### src/design/bbms_pkg.sv
// bbms_pkg: constants, register map and types of the buck-boost mode supervisor
// assumes a 40 MHz device clock and a decoded word-wide register port
package bbms_pkg;
  // ----------------------------------------
  // timing
  // ----------------------------------------
  localparam int CLK_HZ = 40_000_000;
  localparam int CYC_PER_US = CLK_HZ / 1_000_000;
  localparam int UV_DELAY_US = 32_000;
  localparam int UV_DELAY_CYC = UV_DELAY_US * CYC_PER_US;
  localparam int PT_HOLD_US = 1_000;
  localparam int PT_HOLD_CYC = PT_HOLD_US * CYC_PER_US + 1;
  localparam int DEB0_US = 1_000;
  localparam int DEB1_US = 5_000;
  localparam int DEB2_US = 10_000;
  localparam int DEB3_US = 20_000;
  localparam int DEB0_CYC = DEB0_US * CYC_PER_US;
  localparam int DEB1_CYC = DEB1_US * CYC_PER_US;
  localparam int DEB2_CYC = DEB2_US * CYC_PER_US;
  localparam int DEB3_CYC = DEB3_US * CYC_PER_US;
  localparam int TL_STEP_US = 1_000;
  localparam int TL_STEP_CYC = TL_STEP_US * CYC_PER_US;
  localparam int CNT_W = 21;
  // ----------------------------------------
  // register offsets
  // ----------------------------------------
  localparam logic [7:0] OFF_CTRL1 = 8'h39;
  localparam logic [7:0] OFF_CTRL3 = 8'h3D;
  localparam logic [7:0] OFF_CTRL4 = 8'h4C;
  localparam logic [7:0] OFF_CTRL5 = 8'h4E;
  localparam logic [7:0] OFF_CTRL7 = 8'h36;
  localparam logic [7:0] OFF_LIM2 = 8'h3B;
  localparam logic [7:0] OFF_LIM1 = 8'h3F;
  localparam logic [7:0] OFF_RVSET = 8'h49;
  localparam logic [7:0] OFF_RILIM = 8'h4A;
  localparam logic [7:0] OFF_INFO2 = 8'h4D;
  localparam logic [7:0] OFF_INFO3 = 8'h90;
  // ----------------------------------------
  // fields
  // ----------------------------------------
  localparam int FORCE_BUCK_BIT = 1;
  localparam int PT_LSB = 0;
  localparam int GATE_BIT = 5;
  localparam int TL_EN_BIT = 12;
  localparam int DEB_HI_BIT = 13;
  localparam int DEB_LO_BIT = 0;
  localparam int REV_CMD_BIT = 2;
  localparam int T2_LSB = 0;
  localparam int T1_LSB = 2;
  localparam int MODE_LSB = 5;
  localparam int BATT_BIT = 12;
  localparam int PT_STAT_BIT = 1;
  localparam logic [15:0] RVSET_MASK = 16'h7FF8;
  // ----------------------------------------
  // reset values
  // ----------------------------------------
  localparam logic [15:0] CTRL_RST = 16'h0000;
  localparam logic [15:0] RVSET_RST = 16'h0D08;
  localparam logic [15:0] RILIM_RST = 16'h0200;
  localparam logic [15:0] LIM1_RST = 16'h0100;
  localparam logic [15:0] LIM2_RST = 16'h00BC;
  // ----------------------------------------
  // types and switch patterns {in_hi, in_lo, out_lo, out_hi}
  // ----------------------------------------
  typedef enum logic [1:0] {R_OFF = 2'h0, R_ON = 2'h1, R_CTRL = 2'h2, R_SYNC = 2'h3} bbms_role_t;
  typedef enum logic [1:0] {FM_IDLE = 2'h0, FM_BOOST = 2'h1, FM_BB = 2'h3, FM_BUCK = 2'h2} bbms_mode_t;
  typedef enum logic [2:0] {
    OP_IDLE = 3'h0, OP_FWD = 3'h1, OP_PT_RAMP = 3'h3, OP_PT = 3'h2,
    OP_REV_DEB = 3'h6, OP_REV_RUN = 3'h7, OP_REV_UV = 3'h5, OP_REV_OV = 3'h4
  } bbms_op_t;
  typedef enum logic [1:0] {TL_OFF = 2'h0, TL_T2 = 2'h1, TL_T1 = 2'h3} bbms_tl_t;
  localparam logic [7:0] PAT_OFF = {R_OFF, R_OFF, R_OFF, R_OFF};
  localparam logic [7:0] PAT_BUCK = {R_CTRL, R_SYNC, R_OFF, R_ON};
  localparam logic [7:0] PAT_BOOST = {R_ON, R_OFF, R_CTRL, R_SYNC};
  localparam logic [7:0] PAT_BB = {R_CTRL, R_SYNC, R_CTRL, R_SYNC};
  localparam logic [7:0] PAT_RBUCK = {R_ON, R_OFF, R_SYNC, R_CTRL};
  localparam logic [7:0] PAT_RBOOST = {R_SYNC, R_CTRL, R_OFF, R_ON};
  localparam logic [7:0] PAT_RBB = {R_SYNC, R_CTRL, R_SYNC, R_CTRL};
  localparam logic [7:0] PAT_PASS = {R_ON, R_OFF, R_OFF, R_ON};
endpackage : bbms_pkg

### src/design/bbms_supervisor.sv
// bbms_supervisor: mode, reverse, pass-through and adapter limit supervision
// assumes synchronous pins, analog comparator flags and a decoded register port
`timescale 1ns/1ps
module bbms_supervisor
  import bbms_pkg::*;
#(
  parameter int UV_DLY = UV_DELAY_CYC,
  parameter int PT_HOLD = PT_HOLD_CYC,
  parameter int DEB0 = DEB0_CYC,
  parameter int DEB1 = DEB1_CYC,
  parameter int DEB2 = DEB2_CYC,
  parameter int DEB3 = DEB3_CYC,
  parameter int TL_STEP = TL_STEP_CYC
)(
  // clock and reset
  input wire logic clk,
  input wire logic rst_n,
  // register port
  input wire logic [7:0] reg_addr,
  input wire logic reg_wr,
  input wire logic [15:0] reg_wdata,
  output logic [15:0] reg_rdata,
  // pins
  input wire logic reverse_enable_pin,
  input wire logic battery_absent,
  input wire logic adapter_present,
  input wire logic adapter_por,
  input wire logic battery_first,
  input wire logic [15:0] resistor_limit,
  // comparator flags
  input wire logic adp_gt_92,
  input wire logic adp_gt_114,
  input wire logic adp_lt_106,
  input wire logic adp_lt_85,
  input wire logic adp_gt_sys_480,
  input wire logic adp_lt_sys_240,
  input wire logic vbat_gt_4v5,
  input wire logic rev_uv,
  input wire logic rev_ov,
  input wire logic rev_at_set,
  input wire logic rev_below_set,
  input wire logic sense_below_ov,
  input wire logic pt_in_window,
  input wire logic adapter_ov,
  input wire logic ideal_diode,
  input wire logic dischg_gt_600,
  input wire logic sys_abs_ov,
  input wire logic adp_near_limit,
  // bridge and loop controls
  output logic [1:0] input_high_fet,
  output logic [1:0] input_low_fet,
  output logic [1:0] output_low_fet,
  output logic [1:0] output_high_fet,
  output logic output_switch_gate,
  output logic reverse_power_good,
  output logic ref_to_input,
  output logic adapter_loop_hold,
  output logic limit_secondary_sel,
  output logic [15:0] adapter_limit_active,
  output logic [15:0] reverse_vset,
  output logic [15:0] reverse_ilim
);
  // ----------------------------------------
  // flag synchroniser
  // ----------------------------------------
  logic [17:0] flag_raw, sync1_q, sync2_q;
  logic s_gt92, s_gt114, s_lt106, s_lt85, s_gt480, s_lt240, s_vbat, s_uv, s_ov;
  logic s_at_set, s_below_set, s_sense_ok, s_win, s_adp_ov, s_idm, s_dis, s_sys_ov, s_near;
  assign flag_raw = {adp_gt_92, adp_gt_114, adp_lt_106, adp_lt_85, adp_gt_sys_480, adp_lt_sys_240,
    vbat_gt_4v5, rev_uv, rev_ov, rev_at_set, rev_below_set, sense_below_ov, pt_in_window,
    adapter_ov, ideal_diode, dischg_gt_600, sys_abs_ov, adp_near_limit};
  assign {s_gt92, s_gt114, s_lt106, s_lt85, s_gt480, s_lt240, s_vbat, s_uv, s_ov,
    s_at_set, s_below_set, s_sense_ok, s_win, s_adp_ov, s_idm, s_dis, s_sys_ov, s_near} = sync2_q;

  always_ff @(posedge clk)
  begin
    sync1_q <= rst_n ? flag_raw : 18'h00000;
    sync2_q <= rst_n ? sync1_q : 18'h00000;
  end

  // ----------------------------------------
  // registers
  // ----------------------------------------
  logic [15:0] ctl1_q, ctl1_d, ctl3_q, ctl3_d, ctl4_q, ctl4_d, ctl5_q, ctl5_d, ctl7_q, ctl7_d;
  logic [15:0] lim1_q, lim1_d, lim2_q, lim2_d, rvset_q, rvset_d, rilim_q, rilim_d, rdata_q, rdata_d;
  bbms_op_t op_q, op_d;
  bbms_mode_t mode_q, mode_d;
  bbms_tl_t tl_q, tl_d;

  always_comb
  begin
    ctl1_d = ctl1_q;
    ctl3_d = ctl3_q;
    ctl4_d = ctl4_q;
    ctl5_d = ctl5_q;
    ctl7_d = ctl7_q;
    lim1_d = lim1_q;
    lim2_d = lim2_q;
    rvset_d = rvset_q;
    rilim_d = rilim_q;
    if (reg_wr)
    begin
      case (reg_addr)
        OFF_CTRL1: ctl1_d = reg_wdata;
        OFF_CTRL3: ctl3_d = reg_wdata;
        OFF_CTRL4: ctl4_d = reg_wdata;
        OFF_CTRL5: ctl5_d = reg_wdata;
        OFF_CTRL7: ctl7_d = reg_wdata;
        OFF_LIM1: lim1_d = reg_wdata;
        OFF_LIM2: lim2_d = reg_wdata;
        OFF_RVSET: rvset_d = reg_wdata & RVSET_MASK;
        OFF_RILIM: rilim_d = reg_wdata;
        default: ;
      endcase
    end
    if (adapter_por)
    begin
      lim1_d = resistor_limit;
      if (!battery_first)
      begin
        lim2_d = LIM2_RST;
      end
    end
    case (reg_addr)
      OFF_CTRL1: rdata_d = ctl1_q;
      OFF_CTRL3: rdata_d = ctl3_q;
      OFF_CTRL4: rdata_d = ctl4_q;
      OFF_CTRL5: rdata_d = ctl5_q;
      OFF_CTRL7: rdata_d = ctl7_q;
      OFF_LIM1: rdata_d = lim1_q;
      OFF_LIM2: rdata_d = lim2_q;
      OFF_RVSET: rdata_d = rvset_q;
      OFF_RILIM: rdata_d = rilim_q;
      OFF_INFO2: rdata_d = (16'(battery_absent) << BATT_BIT) | (16'({op_q[2], mode_q}) << MODE_LSB);
      OFF_INFO3: rdata_d = 16'(op_q == OP_PT) << PT_STAT_BIT;
      default: rdata_d = 16'h0000;
    endcase
  end

  always_ff @(posedge clk)
  begin
    if (!rst_n)
    begin
      ctl1_q <= CTRL_RST;
      ctl3_q <= CTRL_RST;
      ctl4_q <= CTRL_RST;
      ctl5_q <= CTRL_RST;
      ctl7_q <= CTRL_RST;
      lim1_q <= LIM1_RST;
      lim2_q <= LIM2_RST;
      rvset_q <= RVSET_RST;
      rilim_q <= RILIM_RST;
      rdata_q <= 16'h0000;
    end
    else
    begin
      ctl1_q <= ctl1_d;
      ctl3_q <= ctl3_d;
      ctl4_q <= ctl4_d;
      ctl5_q <= ctl5_d;
      ctl7_q <= ctl7_d;
      lim1_q <= lim1_d;
      lim2_q <= lim2_d;
      rvset_q <= rvset_d;
      rilim_q <= rilim_d;
      rdata_q <= rdata_d;
    end
  end

  // ----------------------------------------
  // supervisor state
  // ----------------------------------------
  logic rev_ok, fb, forced, pt_fault, pg_q, pg_d, blk_q, blk_d;
  logic [1:0] pt_sel;
  logic [CNT_W-1:0] cnt_q, cnt_d, cnt_inc, deb_cyc;

  assign rev_ok = ctl4_q[REV_CMD_BIT] & reverse_enable_pin & s_vbat & !battery_absent;
  assign fb = ctl1_q[FORCE_BUCK_BIT];
  assign pt_sel = ctl3_q[PT_LSB +: 2];
  assign forced = pt_sel[1];
  assign pt_fault = s_adp_ov | s_idm | s_dis | s_sys_ov;
  assign cnt_inc = (&cnt_q) ? cnt_q : cnt_q + CNT_W'(1);

  always_comb
  begin
    case ({ctl3_q[DEB_HI_BIT], ctl4_q[DEB_LO_BIT]})
      2'h0: deb_cyc = CNT_W'(DEB0);
      2'h1: deb_cyc = CNT_W'(DEB1);
      2'h2: deb_cyc = CNT_W'(DEB2);
      default: deb_cyc = CNT_W'(DEB3);
    endcase
  end

  always_comb
  begin
    op_d = op_q;
    cnt_d = cnt_inc;
    blk_d = blk_q & (pt_sel != 2'h0);
    case (op_q)
      OP_IDLE:
      begin
        cnt_d = '0;
        if (rev_ok)
          op_d = OP_REV_DEB;
        else if (adapter_present)
          op_d = OP_FWD;
      end
      OP_FWD:
      begin
        if (rev_ok || !adapter_present)
          op_d = OP_IDLE;
        else if (pt_sel != 2'h0 && !blk_q)
          op_d = OP_PT_RAMP;
      end
      OP_PT_RAMP, OP_PT:
      begin
        if (!adapter_present)
          op_d = OP_IDLE;
        else if (pt_sel == 2'h0)
          op_d = OP_FWD;
        else if (!forced && pt_fault)
        begin
          op_d = OP_FWD;
          blk_d = 1'b1;
        end
        else if (op_q == OP_PT_RAMP && s_win)
        begin
          op_d = OP_PT;
          cnt_d = '0;
        end
      end
      OP_REV_DEB:
      begin
        if (!rev_ok)
          op_d = OP_IDLE;
        else if (cnt_q >= deb_cyc && s_sense_ok)
          op_d = OP_REV_RUN;
      end
      OP_REV_RUN:
      begin
        cnt_d = '0;
        if (!rev_ok)
          op_d = OP_IDLE;
        else if (s_ov)
          op_d = OP_REV_OV;
        else if (s_uv)
          op_d = OP_REV_UV;
      end
      OP_REV_UV:
      begin
        if (!rev_ok)
          op_d = OP_IDLE;
        else if (s_ov)
          op_d = OP_REV_OV;
        else if (cnt_q >= CNT_W'(UV_DLY - 1))
        begin
          op_d = OP_REV_DEB;
          cnt_d = '0;
        end
        else if (!s_uv)
          op_d = OP_REV_RUN;
      end
      OP_REV_OV:
      begin
        if (!rev_ok)
          op_d = OP_IDLE;
        else if (s_below_set)
          op_d = OP_REV_RUN;
      end
      default: op_d = OP_IDLE;
    endcase
    pg_d = (op_d == OP_REV_RUN) && (pg_q || s_at_set);
  end

  always_ff @(posedge clk)
  begin
    if (!rst_n)
    begin
      op_q <= OP_IDLE;
      cnt_q <= '0;
      pg_q <= 1'b0;
      blk_q <= 1'b0;
    end
    else
    begin
      op_q <= op_d;
      cnt_q <= cnt_d;
      pg_q <= pg_d;
      blk_q <= blk_d;
    end
  end

  // ----------------------------------------
  // conversion mode
  // ----------------------------------------
  always_comb
  begin
    mode_d = mode_q;
    case (mode_q)
      FM_IDLE: mode_d = s_gt114 ? FM_BUCK : (s_gt92 ? FM_BB : FM_BOOST);
      FM_BOOST: if (s_gt92) mode_d = FM_BB;
      FM_BB:
        if (s_gt114 || (fb && s_gt480))
          mode_d = FM_BUCK;
        else if (s_lt85)
          mode_d = FM_BOOST;
      FM_BUCK: if (fb ? s_lt240 : s_lt106) mode_d = FM_BB;
      default: mode_d = FM_IDLE;
    endcase
    // latched pass-through freezes the mode
    if (op_q == OP_IDLE)
      mode_d = FM_IDLE;
    else if (op_q == OP_PT)
      mode_d = mode_q;
  end

  always_ff @(posedge clk)
  begin
    mode_q <= rst_n ? mode_d : FM_IDLE;
  end

  // ----------------------------------------
  // two-level adapter limit
  // ----------------------------------------
  logic [CNT_W-1:0] tl_cnt_q, tl_cnt_d;

  function automatic logic [CNT_W-1:0] tl_dur(logic [1:0] f);
    return CNT_W'((int'(f) + 1) * TL_STEP);
  endfunction : tl_dur

  always_comb
  begin
    tl_d = tl_q;
    tl_cnt_d = tl_cnt_q + CNT_W'(1);
    case (tl_q)
      TL_OFF:
      begin
        tl_cnt_d = '0;
        if (s_near)
          tl_d = TL_T2;
      end
      TL_T2:
        if (tl_cnt_q >= tl_dur(ctl5_q[T2_LSB +: 2]) - CNT_W'(1))
        begin
          tl_d = TL_T1;
          tl_cnt_d = '0;
        end
      TL_T1:
        if (tl_cnt_q >= tl_dur(ctl5_q[T1_LSB +: 2]) - CNT_W'(1))
        begin
          tl_d = TL_T2;
          tl_cnt_d = '0;
        end
      default: tl_d = TL_OFF;
    endcase
    if (!ctl3_q[TL_EN_BIT])
    begin
      tl_d = TL_OFF;
      tl_cnt_d = '0;
    end
  end

  always_ff @(posedge clk)
  begin
    tl_q <= rst_n ? tl_d : TL_OFF;
    tl_cnt_q <= rst_n ? tl_cnt_d : '0;
  end

  // ----------------------------------------
  // outputs
  // ----------------------------------------
  logic [7:0] fet_q, fet_d;
  logic gate_q, gate_d, ref_q, ref_d, hold_q, hold_d;
  logic [15:0] lim_q, lim_d;

  function automatic logic [7:0] fet_pat(bbms_op_t op, bbms_mode_t m);
    logic [7:0] p;
    p = PAT_OFF;
    case (op)
      OP_FWD, OP_PT_RAMP:
        p = (m == FM_BUCK) ? PAT_BUCK : (m == FM_BOOST) ? PAT_BOOST : (m == FM_BB) ? PAT_BB : PAT_OFF;
      OP_REV_RUN, OP_REV_UV:
        p = (m == FM_BUCK) ? PAT_RBUCK : (m == FM_BOOST) ? PAT_RBOOST : (m == FM_BB) ? PAT_RBB : PAT_OFF;
      OP_PT: p = PAT_PASS;
      default: p = PAT_OFF;
    endcase
    return p;
  endfunction : fet_pat

  always_comb
  begin
    fet_d = fet_pat(op_d, mode_d);
    gate_d = (op_d == OP_REV_RUN || op_d == OP_REV_UV || op_d == OP_REV_OV) && ctl3_q[GATE_BIT];
    ref_d = (op_d == OP_PT_RAMP || op_d == OP_PT);
    hold_d = (op_d == OP_PT) && (op_q != OP_PT || cnt_q < CNT_W'(PT_HOLD - 1));
    lim_d = (tl_d == TL_T2) ? lim2_q : lim1_q;
  end

  always_ff @(posedge clk)
  begin
    if (!rst_n)
    begin
      fet_q <= PAT_OFF;
      gate_q <= 1'b0;
      ref_q <= 1'b0;
      hold_q <= 1'b0;
      lim_q <= LIM1_RST;
    end
    else
    begin
      fet_q <= fet_d;
      gate_q <= gate_d;
      ref_q <= ref_d;
      hold_q <= hold_d;
      lim_q <= lim_d;
    end
  end

  assign {input_high_fet, input_low_fet, output_low_fet, output_high_fet} = fet_q;
  assign output_switch_gate = gate_q;
  assign reverse_power_good = pg_q;
  assign ref_to_input = ref_q;
  assign adapter_loop_hold = hold_q;
  assign limit_secondary_sel = (tl_q == TL_T2);
  assign adapter_limit_active = lim_q;
  assign reverse_vset = rvset_q;
  assign reverse_ilim = rilim_q;
  assign reg_rdata = rdata_q;
endmodule : bbms_supervisor

### config.mk
export PLATFORM = sky130hd
export DESIGN_NAME = bbms_supervisor
export DESIGN_NICKNAME = d
export VERILOG_FILES = /design/src/design/bbms_pkg.sv /design/src/design/bbms_supervisor.sv
export SDC_FILE = /design/constraint.sdc
export NUM_CORES = 1
export LEC_CHECK = 0
export ABC_AREA = 1
export BUFFER_PORTS_ARGS = -buffer_cell sky130_fd_sc_hd__clkbuf_2
export CAP_MARGIN = 15
export CORE_MARGIN = 3
export CORE_UTILIZATION = 40
export DETAILED_ROUTE_END_ITERATION = 12
export MAX_ROUTING_LAYER = met4
export PLACE_DENSITY_LB_ADDON = 0.08
export SLEW_MARGIN = 20
export SYNTH_ARGS = -nofsm -noshare
export SYNTH_HDL_FRONTEND = slang
export SYNTH_SLANG_ARGS = --single-unit
### constraint.sdc
create_clock -name clk -period 2.4 [get_ports clk]
set_input_delay 0.48 -clock clk [delete_from_list [all_inputs] [get_ports clk]]
set_output_delay 0.48 -clock clk [all_outputs]
set_load 0.01 [all_outputs]
Word-level counts from Yosys, hierarchy flattened. Cells that the tools add are included.

Bits in writable memories: 0. Logic and storage cells: 190. Memories kept: 0. Input bits: 66. Output and inout port bits: 77. Bits in registers: 270. Bits in latches: 0. ROM bits: 0.

Multiplexer cells: 68. Eq/ne operators: 36. Bitwise operators: 8. Shifts and indexed selects: 0. $mul: 2. Div/mod/pow operators: 0. Reductions and logical operators: 41. Order comparisons: 5. Add/subtract/negate cells: 6.

Operators by type and width (count): 2-to-1 mux 21 bit (10); case mux 16 bit (11 select lines) (1); 2-to-1 mux 16 bit (8); case mux 21 bit (3 select lines) (2); >= comparator 21 bit (3); case mux 20 bit (3 select lines) (1); 2-to-1 mux 3 bit (19); 2-to-1 mux 8 bit (6); adder 21 x 1 -> 21 bit, second input constant (2); == test 8 x 6 -> 1 bit, second input constant (5); == test 8 x 7 -> 1 bit, second input constant (5); subtractor 19 x 1 -> 20 bit, second input constant (2); multiplier 3 x 10 -> 13 bit, second input constant (2); 2-to-1 mux 2 bit (12); case mux 8 bit (3 select lines) (1); == test 3 bit, second input constant (7); >= comparator 21 bit, second input constant (1); less-than comparator 21 x 16 -> 1 bit, second input constant (1); case mux 3 bit (7 select lines) (1); AND reduction 21 bit (1); AND reduction 2 bit (9); bitwise OR 13 x 8 -> 13 bit (1); == test 2 bit, second input constant (6); == test 3 x 2 -> 1 bit, second input constant (4); 17 further kinds (56).

Depth between registers and ports, before layout. Gate-level depths: netlist of the first run.

Depth after elaboration: 12. Depth in mapped cells: 20. Depth with buffers taken out: 20.

Least setup slack after synthesis of the first run. No wires, ideal clock.

Path kind: register to register. From: register ctl5_q[2]. To: register lim_q[11], in the netlist adapter_limit_active[11]. Data required time: 2287 ps. Arrival: 2515 ps. Setup time: 113 ps. Slack: -228 ps. Buffers on the path: 1. Period minus slack after synthesis: 2628 ps. Stages on the path, launching flop included: 18. Path through: dfxtp_1 -> inv_1 -> ha_1 -> xnor2_1 -> mux2i_1 -> ha_1 -> nand2_1 -> nor2_1 -> nand2_1 -> o211ai_1 -> nand2_1 -> nand4_1 -> nand3b_1 -> nand3_1 -> buf_2 -> nand2_1 -> nand2_1 -> nor2_1.

Longest elaborated chain between the ends: 9.

RTL lines: start, declared (RTL line bbms_supervisor.sv:84) `logic [15:0] ctl1_q, ctl1_d, ctl3_q, ctl3_d, ctl4_q, ctl4_d, ctl5_q, ctl5_d, ctl7_q, ctl7_d;`; start signal, assigned (RTL line bbms_supervisor.sv:160) `ctl5_q <= ctl5_d;`; adder 2 x 1 -> 3 bit (RTL line bbms_supervisor.sv:328) `return CNT_W'((int'(f) + 1) * TL_STEP);`; multiplier 3 x 10 -> 13 bit (RTL line bbms_supervisor.sv:328); subtractor 19 x 1 -> 20 bit (RTL line bbms_supervisor.sv:349) `if (tl_cnt_q >= tl_dur(ctl5_q[T1_LSB +: 2]) - CNT_W'(1))`; >= comparator 21 bit (RTL line bbms_supervisor.sv:349); 2-to-1 mux 2 bit (RTL line bbms_supervisor.sv:349); case mux 2 bit (3 select lines) (RTL line bbms_supervisor.sv:335) `case (tl_q)`; 2-to-1 mux 2 bit (RTL line bbms_supervisor.sv:356) `if (!ctl3_q[TL_EN_BIT])`; == test 2 x 1 -> 1 bit (RTL line bbms_supervisor.sv:396) `lim_d = (tl_d == TL_T2) ? lim2_q : lim1_q;`; 2-to-1 mux 16 bit (RTL line bbms_supervisor.sv:396); end signal, assigned (RTL line bbms_supervisor.sv:415) `lim_q <= lim_d;`; end, declared (RTL line bbms_supervisor.sv:374) `logic [15:0] lim_q, lim_d;`.

No other way between the ends. A chain may end at the register's enable or synchronous reset.

Worst setup path after layout of the first run.
From: register ctl5_q[2]. To: register lim_q[3], in the netlist adapter_limit_active[3].

Same word-level chain as after synthesis.

==> flow_metrics.env, run 1 <==
export IMPL_status="complete, but fails checks"
export IMPL_violations="setup timing"
export IMPL_placed_cells=2282
export IMPL_synth_top_area_share_pct=41.8
export IMPL_grt_start_max_net_pins=52
export IMPL_setup_tns_ns=-7.77
export IMPL_first_pass_iters=8
export IMPL_antenna_cells=0
export IMPL_yosys_warnings=0
export IMPL_max_stage_delay_ns=0.38
export IMPL_fin_ws_ns=-0.295
export IMPL_grt_pass1_vias=11500
export IMPL_rsz0062_at_grt="true"
export IMPL_cts_buffers=31
export IMPL_htree_num_levels=1
export IMPL_setup_violations=38
export IMPL_worstPathArrival_ns=3.14
export IMPL_hold_viol=0
export IMPL_finalCoreUtilization_pct=51.7
export IMPL_finalCritPeriodShare_pct=112
export IMPL_via_per_inst=5.18
export IMPL_cts_sinks=268
export IMPL_antenna_found_initial=0
export IMPL_p_int_mw=7.46
export IMPL_portBuffers=138
export IMPL_comb_power_share_pct=5.8
export IMPL_p_seq_share_pct=47.1
export IMPL_crit_type="reg -> reg"
export IMPL_cts_tree="done"
export IMPL_syn_area_per_cell_um2=7.39
export IMPL_tightestPinTransition_ns=0.511
export IMPL_pin_count=143
export IMPL_dp_hpwl_um=29200
export IMPL_grt_usage_pct=23.6
export IMPL_die_x_um=185
export IMPL_synth_edf_count=0
export IMPL_drt_wirelength_per_cell_um=17.2
export IMPL_num_rows=64
export IMPL_switching_share_pct=23.0
export IMPL_pwr_share_clk_pct=47.2
export IMPL_start_util_pct=41.3
export IMPL_place_gp_congestion=0.902
export IMPL_synthTopCellsByArea="dfxtp_1 42%, nand2_1 8.1%, inv_1 7.6%"
export IMPL_crit_slowest_cell="dfxtp_4"
export IMPL_power_density_mw_per_mm2=602
export IMPL_fmaxAchievable_mhz=371
export IMPL_totalWireLength_um=40400
export IMPL_ant_nets=0
export IMPL_fin_cells=2353
export IMPL_ys_ff_latch=268
export IMPL_ir_worst_vdd_v=0.000466
export IMPL_start_kind="flip-flop"
export IMPL_nNetsFinal=2062
export IMPL_multi_input_area_mm2=0.00662
export IMPL_clk_pin_slew_ns=0.06
export IMPL_synth_distinct_cells=55
export IMPL_drtIter0Drc=745
export IMPL_critPathMostFrequentCell="nand2_1"
export IMPL_place_ws_ns=-0.163
export IMPL_drc=0
export IMPL_grt_pass1_wl_um=62500
export IMPL_cts_max_path_buffers=3
export IMPL_crit_fanout=8
export IMPL_num_fill_cells=3133
export IMPL_cp_required_ns=2.84
export IMPL_drive_above_1_share_pct=21.2
export IMPL_yosysMostFrequentCell="nand2_1"
export IMPL_maxSlewHeadroom_pct=65.9
export IMPL_root_buffer="clkbuf_16"
export IMPL_cap_violations=0
export IMPL_synth_commonest_cells="278 x nand2_1, 268 x dfxtp_1, 261 x inv_1"
export IMPL_p_total_mw=9.68
export IMPL_synth_ff_type="dfxtp_1"
export IMPL_regArea_mm2=0.00538
export IMPL_clock_latency_ns=0.55
export IMPL_hp_class="in -> reg"
export IMPL_cp_cell_sequence="inv_4 -> ha_4 -> xnor2_4 -> mux2i_1 -> ha_1 -> nand2_2 -> nor2_4 -> nand2_1 -> o211ai_1 -> nand2_1 -> nand4_1 -> nand3b_1 -> nand3_4 -> clkbuf_16 -> nand2_1 -> nand2_1 -> nor2_1"
export IMPL_maxSlewViolCount=0
export IMPL_die_area_mm2=0.0343
export IMPL_critPathCaptureType="flip-flop"
export IMPL_synth_area_leader_cell="dfxtp_1"
export IMPL_finalClockSkew_ns=0.0132
export IMPL_fin_crit_ns=2.70
export IMPL_core_area_mm2=0.0311
export IMPL_syn2layout_area_growth_pct=25.3
export IMPL_num_vias=12200
export IMPL_leakagePower_nw=7.18
export IMPL_netlist_area_mm2=0.0128
export IMPL_grt_overflow_total=0
export IMPL_yosysSeqAreaShare_pct=41.8
export IMPL_async_flop_share_pct=0
export IMPL_die_h_um=185
export IMPL_netlist_instances=1736
export IMPL_switching_power_mw=2.23
==> layer usage <==
metal	GRT usage, %	share of wire, %	vias to the layer above
met2	36.1	45	398
met4	6.33	2.6	0
met3	2.95	5.8	67
met5	-	0	-
li1	-	-	6086
met1	33.1	47	5635
==> repair_timing <==
item                       CTS  global route
setup endpoints to repair   39            48
gates cloned                 3             4
hold buffers                 0             0
pin swaps                    6            34
buffers inserted             6             6
resized for setup           35            77
==> through the flow <==
step	hold slack, ns	area, um2
after detailed placement	0.400	14400
after CTS	0.0862	15700
after global routing	0.106	16100
after floorplan	0.390	12900
after global placement	0.402	14400
final	0.116	16100
==> state kept, by name, summed over array words and instances, names as in the netlist, 18 cells and up <==
register	flops
sync1_q	18
cnt_q	21
sync2_q	18
tl_cnt_q	21
==> final cells by class <==
| class | count | share of cell area [%] |
|---|---|---|
| clock inverters | 3 | 0.249 |
| repair buffers | 236 | 9.79 |
| inverters | 270 | 6.37 |
| clock buffers | 52 | 5.88 |
| flip-flops and latches | 268 | 33.5 |
| multi-input cells | 1128 | 41.2 |
| well taps | 396 | 3.08 |
==> path summary, 6_finish.rpt <==
path	from	to	slack, ns	depth (start not counted)
worst max-delay path	ctl5_q[2]	adapter_limit_active[3]	-0.30	17
worst max register to register	ctl5_q[2]	adapter_limit_active[3]	-0.30	17
worst min register to register	sync1_q[2]	sync2_q[2]	0.41	2
worst min-delay path	ideal_diode	sync1_q[3]	0.12	3
==> kinds of logic after synthesis <==
kind of cell / count (synthesis) / synth area share (%)
other: 2 / 0.0585
and+or+nand+nor: 644 / 22.6
buffers and inverters: 351 / 10.8
xor gates and xnor gates: 26 / 1.78
DFF: 268 / 41.8
muxes: 2 / 0.156
AOI/OAI and AO/OA: 382 / 16.9
adders and majority gates: 61 / 5.95
==> cell usage in the layout, fill, tap and decap left out, types with 10 or more instances in the layout <==
| cell type | netlist | layout |
|---|---|---|
| o22ai_1 | 43 | 43 |
| dfxtp_1 | 268 | 262 |
| inv_1 | 261 | 252 |
| nand4_1 | 24 | 24 |
| xor2_1 | 16 | 16 |
| clkbuf_16 | 0 | 33 |
| nand2_2 | 5 | 16 |
| clkbuf_1 | 45 | 12 |
| inv_2 | 8 | 14 |
| a21oi_1 | 171 | 169 |
| nand3_1 | 84 | 80 |
| nor2_1 | 172 | 157 |
| nand2_1 | 278 | 264 |
| ha_4 | 0 | 15 |
| ha_1 | 61 | 45 |
| o21ai_0 | 105 | 104 |
| nor2_4 | 6 | 10 |
| nor3_1 | 35 | 20 |
| conb_1 | 2 | 12 |
| nor2_2 | 7 | 18 |
| buf_4 | 8 | 84 |
| nor3_2 | 5 | 15 |
| a211oi_1 | 12 | 12 |
| clkbuf_2 | 0 | 137 |
==> power by group through the flow <==
stage | registers [mW] | logic [mW] | clock network (mW)
after floorplan | 4.66 | 0.300 | 0
after global placement | 4.66 | 0.525 | 0
after detailed placement | 4.66 | 0.528 | 0
after CTS | 4.56 | 0.538 | 4.68
after global routing | 4.56 | 0.622 | 4.87
final | 4.56 | 0.558 | 4.57
==> worst max-delay path: cells and delay by family (launching register included) <==
family	cells	cell delay [ns]
adder cells (fa/ha/maj)	2	0.61
flip-flops	1	0.38
XOR/XNOR	1	0.12
AO/OA/AOI/OAI	1	0.08
buffers and inverters	2	0.25
multiplexers	1	0.10
AND/OR/NAND/NOR	10	1.06
Power figures use the tool's default switching activity.
==> inputs of run 2 (changes only) <==
Settings changed: HOLD_SLACK_MARGIN set to 0.15.
==> run 2 against run 1 <==
  * The run still ends with setup timing left
  * Non-clock buffer count increased by 18
  * Sequential share of layout area decreased by 0.37 points
  * Combinational power grew 4.3%
  * First-iteration DRC count increased by 6.4%
  * Clock skew grew 0.0011 ns
  * Clock-buffer cell count is the same
  * Fmax fell by 0.37%
  * Setup slack lost 0.0099 ns
  * Critical path type unchanged
  * Largest cell class unchanged
==> flow_metrics.env, run 2 (synthesis results as in run 1) <==
export IMPL_core_area_mm2=0.0311
export IMPL_critPathCaptureType="flip-flop"
export IMPL_setup_violations=38
export IMPL_grt_usage_pct=23.8
export IMPL_ant_nets=0
export IMPL_ir_worst_vdd_v=0.000466
export IMPL_start_util_pct=41.3
export IMPL_root_buffer="clkbuf_16"
export IMPL_tightestPinTransition_ns=0.499
export IMPL_grt_pass1_vias=11600
export IMPL_antenna_cells=0
export IMPL_p_total_mw=9.71
export IMPL_die_x_um=185
export IMPL_grt_overflow_total=0
export IMPL_reg2reg_depth=17
export IMPL_worstPathArrival_ns=3.15
export IMPL_setup_tns_ns=-7.86
export IMPL_final_common_cell="nand2_1"
export IMPL_clk_pin_slew_ns=0.06
export IMPL_antenna_found_initial=0
export IMPL_cts_tree="done"
export IMPL_cts_sinks=268
export IMPL_pin_count=143
export IMPL_finalCoreUtilization_pct=52.3
export IMPL_fin_ws_ns=-0.305
export IMPL_min_delay_start="resistor_limit[11]"
export IMPL_drt_wirelength_per_cell_um=17.1
export IMPL_die_h_um=185
export IMPL_num_rows=64
export IMPL_cts_buffers=31
export IMPL_r2r_slack_ns=-0.30
export IMPL_fin_crit_ns=2.70
export IMPL_cp_required_ns=2.84
export IMPL_leakagePower_nw=7.26
export IMPL_totalWireLength_um=40600
export IMPL_fmaxAchievable_mhz=370
export IMPL_grt_pass1_wl_um=63000
export IMPL_maxSlewHeadroom_pct=66.7
export IMPL_clock_latency_ns=0.55
export IMPL_hold_depth=3
export IMPL_maxSlewViolCount=0
export IMPL_drc=0
export IMPL_placed_cells=2282
export IMPL_reg_top3="cnt_q x21, tl_cnt_q x21"
export IMPL_nNetsFinal=2080
export IMPL_cts_max_path_buffers=3
export IMPL_violations="setup timing"
export IMPL_hp_class="in -> reg"
export IMPL_drtIter0Drc=793
export IMPL_htree_num_levels=1
export IMPL_hold_viol=0
export IMPL_power_density_mw_per_mm2=598
export IMPL_timing_rr_end="adapter_limit_active[3]"
export IMPL_portBuffers=138
export IMPL_first_pass_iters=5
export IMPL_rsz0062_at_grt="true"
export IMPL_grt_start_max_net_pins=52
export IMPL_fin_cells=2371
export IMPL_num_vias=12200
export IMPL_hold_path_end="lim1_q[11]"
export IMPL_crit_type="reg -> reg"
export IMPL_crit_fanout=8
export IMPL_final_cell_mix="264 x nand2_1, 262 x dfxtp_1, 252 x inv_1"
export IMPL_via_per_inst=5.15
export IMPL_die_area_mm2=0.0343
export IMPL_timing_rr_start="ctl5_q[2]"
export IMPL_syn2layout_area_growth_pct=26.7
export IMPL_dp_hpwl_um=29200
export IMPL_place_gp_congestion=0.902
export IMPL_start_kind="flip-flop"
export IMPL_finalClockSkew_ns=0.0143
export IMPL_status="complete, but fails checks"
export IMPL_place_ws_ns=-0.163
export IMPL_cap_violations=0
export IMPL_drive_above_1_share_pct=21.0
export IMPL_finalCritPeriodShare_pct=113
## run 2: changes by cell type in the layout (fill, tap and decap cells not counted), sizes merged
| cell | previous run | this run |
|---|---|---|
| dlygate4sd3 | 0 | 18 |
## run 2: critical path, cell delays in order (launching register included)
cell and delay, ns:
dfxtp_4 0.38, inv_4 0.04, ha_4 0.29, xnor2_4 0.12, mux2i_1 0.10, ha_1 0.32, nand2_2 0.10, nor2_4 0.05
nand2_1 0.05, o211ai_1 0.08, nand2_1 0.07, nand4_1 0.15, nand3b_1 0.28, nand3_4 0.21, clkbuf_16 0.21, nand2_1 0.06
nand2_1 0.05, nor2_1 0.04
## run 2: where the power goes
| group | internal [mW] | switching, mW |
|---|---|---|
| Combinational | 0.205 | 0.377 |
| Sequential | 4.52 | 0.0369 |
| Clock | 2.75 | 1.82 |
| Total | 7.47 | 2.24 |
## run 2: metrics by stage
| step | instance area [um2] | hold slack [ns] |
|---|---|---|
| 6_report | 16300 | 0.181 |
| 5_1_grt | 16300 | 0.182 |
| 4_1_cts | 15900 | 0.161 |
| 3_5_place_dp | 14400 | 0.400 |
| 3_3_place_gp | 14400 | 0.402 |
| 2_1_floorplan | 12900 | 0.390 |
## run 2: layer usage
layer	up-vias	share of wire [%]	track usage (%)
met5	-	0	-
met4	0	2.6	6.42
met3	68	5.7	2.99
met2	374	45	36.6
met1	5642	47	33.2
li1	6118	-	-
## run 2: layout make-up
| type | instances | area [um2] |
|---|---|---|
| Clock buffer | 52 | 945 |
| Sequential cell | 268 | 5380 |
| Timing Repair Buffer | 254 | 1750 |
| Inverter | 270 | 1020 |
| Clock inverter | 3 | 40.0 |
| Tap cell | 396 | 495 |
| Fill cell | 3108 | 14800 |
| Multi-Input combinational cell | 1128 | 6620 |
## run 2: how the worst max path moves through the flow
stage / start / end / slack, ns / cells past startpoint
6_report: ctl5_q[2] / adapter_limit_active[3] / -0.30 / 17
3_3_place_gp: ctl5_q[3] / adapter_limit_active[5] / -0.08 / 17
2_1_floorplan: ctl5_q[0] / adapter_limit_active[11] / 0.005 / 17
3_5_place_dp: ctl5_q[3] / adapter_limit_active[13] / -0.16 / 17
4_1_cts: ctl5_q[2] / adapter_limit_active[12] / -0.13 / 17
5_1_grt: ctl5_q[1] / adapter_limit_active[6] / -0.43 / 17
## run 2: repair_timing
item                       4_1_cts  5_1_grt
hold endpoints to repair        18        0
resized for setup               35       77
setup buffers                    6        6
cloned                           3        4
hold buffers                    18        0
pin swaps                        6       34
setup endpoints to repair       39       48
==> inputs of run 3 (changes only) <==
Settings changed: PLACE_DENSITY set to 0.7, PLACE_DENSITY_LB_ADDON 0.08 to not set.
==> run 3 against run 2 <==
  * The flow still finishes with violations (setup timing)
  * Critical endpoint is now adapter_limit_active[6]
  * Fmax increased by 1.2%
  * Clock-buffer cell count down 14
  * Sequential share of layout area up 0.65 points
  * Clock power fell by 4%
  * Total power decreased by 1.9%
  * Setup slack gained 0.031 ns
  * Cell count shrank 1.1%
  * Clock skew down 0.0042 ns
  * Largest cell class unchanged
==> flow_metrics.env, run 3 (synthesis results as in run 1) <==
export IMPL_clk_pin_slew_ns=0.06
export IMPL_fmaxAchievable_mhz=374
export IMPL_reg2reg_depth=17
export IMPL_drtIter0Drc=1062
export IMPL_htree_num_levels=1
export IMPL_start_util_pct=41.3
export IMPL_maxSlewHeadroom_pct=60.3
export IMPL_grt_pass1_vias=11300
export IMPL_drt_wirelength_per_cell_um=17.0
export IMPL_grt_overflow_total=0
export IMPL_hold_depth=3
export IMPL_whs_ns=0.168
export IMPL_final_cell_mix="264 x nand2_1, 263 x dfxtp_1, 256 x inv_1"
export IMPL_maxSlewViolCount=0
export IMPL_rsz0062_at_grt="true"
export IMPL_drc=0
export IMPL_clock_latency_ns=0.56
export IMPL_cts_max_path_buffers=3
export IMPL_num_fill_cells=2945
export IMPL_cp_cell_sequence="inv_4 -> ha_4 -> xnor2_4 -> mux2i_1 -> ha_1 -> nand2_2 -> nor2_2 -> nand2_1 -> o211ai_1 -> nand2_1 -> nand4_1 -> nand3b_1 -> nand3_4 -> buf_12 -> nand2_2 -> nand2_2 -> nor2_2"
export IMPL_hold_viol=0
export IMPL_cap_violations=0
export IMPL_setup_violations=37
export IMPL_num_vias=12400
export IMPL_critPathCaptureType="flip-flop"
export IMPL_num_rows=64
export IMPL_crit_type="reg -> reg"
export IMPL_timing_rr_end="adapter_limit_active[6]"
export IMPL_max_stage_delay_ns=0.38
export IMPL_die_x_um=185
export IMPL_grt_usage_pct=22.9
export IMPL_setup_tns_ns=-6.88
export IMPL_min_delay_start="resistor_limit[0]"
export IMPL_via_per_inst=5.28
export IMPL_fin_ws_ns=-0.274
export IMPL_cts_tree="done"
export IMPL_hp_class="in -> reg"
export IMPL_portBuffers=138
export IMPL_crit_slowest_cell="dfxtp_4"
export IMPL_start_kind="flip-flop"
export IMPL_r2r_slack_ns=-0.27
export IMPL_finalCritPeriodShare_pct=111
export IMPL_ant_nets=0
export IMPL_ir_worst_vdd_v=0.000598
export IMPL_nNetsFinal=2054
export IMPL_root_buffer="clkbuf_16"
export IMPL_fin_crit_ns=2.67
export IMPL_antenna_found_initial=1
export IMPL_cp_top_family="simple AND/OR/NAND/NOR gates"
export IMPL_dp_hpwl_um=28800
export IMPL_cts_sinks=268
export IMPL_leakagePower_nw=7.12
export IMPL_status="complete, but fails checks"
export IMPL_die_area_mm2=0.0343
export IMPL_core_area_mm2=0.0311
export IMPL_hold_path_end="lim1_q[0]"
export IMPL_grt_pass1_wl_um=61200
export IMPL_final_common_cell="nand2_1"
export IMPL_drive_above_1_share_pct=19.6
export IMPL_reg_top3="cnt_q x21, tl_cnt_q x21"
export IMPL_critPathMostFrequentCell="nand2_2"
export IMPL_worstPathArrival_ns=3.17
export IMPL_cp_required_ns=2.89
export IMPL_first_pass_iters=5
export IMPL_cts_buffers=29
export IMPL_place_gp_congestion=0.964
export IMPL_totalWireLength_um=39800
export IMPL_violations="setup timing"
export IMPL_syn2layout_area_growth_pct=24.2
export IMPL_tightestPinTransition_ns=0.591
export IMPL_place_ws_ns=-0.135
export IMPL_grt_start_max_net_pins=52
export IMPL_finalClockSkew_ns=0.0101
export IMPL_power_density_mw_per_mm2=598
export IMPL_crit_fanout=8
export IMPL_critPathBufInv=2
export IMPL_timing_rr_start="ctl5_q[2]"
export IMPL_pin_count=143
export IMPL_die_h_um=185
[run 3: layout make-up]
class | count | area (um2) | share of cell area, %
antenna | 2 | 5.00 | 0.0314
clock buffer | 38 | 810 | 5.08
clock inverter | 12 | 123 | 0.769
inverter | 270 | 1020 | 6.39
multi-input combinational | 1128 | 6510 | 40.8
sequential | 268 | 5380 | 33.7
tap | 396 | 495 | 3.11
timing repair buffer | 230 | 1600 | 10.0
[run 3: report_power, final]
part | total (mW) | internal (mW) | switching [mW]
logic | 0.564 | 0.198 | 0.366
registers | 4.56 | 4.52 | 0.0421
clock network | 4.41 | 2.57 | 1.83
[run 3: timing repair]
action	4_1_cts	5_1_grt
resized for setup	38	57
pin swaps	2	19
endpoints found under the hold margin	18	0
cloned	1	5
endpoints found under the setup margin	39	47
setup buffers	2	3
hold buffers	18	0
[run 3: through the flow]
| step | area (um2) | total power [mW] | std cells | util [%] |
|---|---|---|---|---|
| after floorplan | 12900 | 4.96 | 1746 | - |
| after global placement | 14300 | 5.17 | 2266 | 46.1 |
| after detailed placement | 14300 | 5.17 | 2266 | 46.1 |
| after CTS | 15700 | 9.58 | 2337 | 50.4 |
| after global routing | 15900 | 9.86 | 2343 | 51.3 |
| final | 15900 | 9.53 | 2344 | 51.3 |
[run 3: how the worst max path moves through the flow]
stage / from / cells past startpoint / end
CTS: ctl5_q[2] / 17 / adapter_limit_active[6]
floorplan: ctl5_q[0] / 17 / adapter_limit_active[11]
finish: ctl5_q[2] / 17 / adapter_limit_active[6]
detailed placement: ctl5_q[2] / 17 / adapter_limit_active[6]
global route: ctl5_q[2] / 17 / adapter_limit_active[6]
global placement: ctl5_q[3] / 17 / adapter_limit_active[6]
[run 3: per-layer routing]
| metal | part of all wire, % | wire length, um | track usage [%] |
|---|---|---|---|
| met5 | 0 | 0 | - |
| met4 | 2.9 | 1170 | 6.21 |
| met3 | 8.1 | 3230 | 3.04 |
| met2 | 46 | 18300 | 36.3 |
| met1 | 43 | 17100 | 31.0 |
[run 3: tightest hold or removal path: cells and delay by family]
family / cells / cell delay [ns]
AO/OA/AOI/OAI: 1 / 0.07
buffers and inverters: 1 / 0.08
AND/OR/NAND/NOR: 1 / 0.05
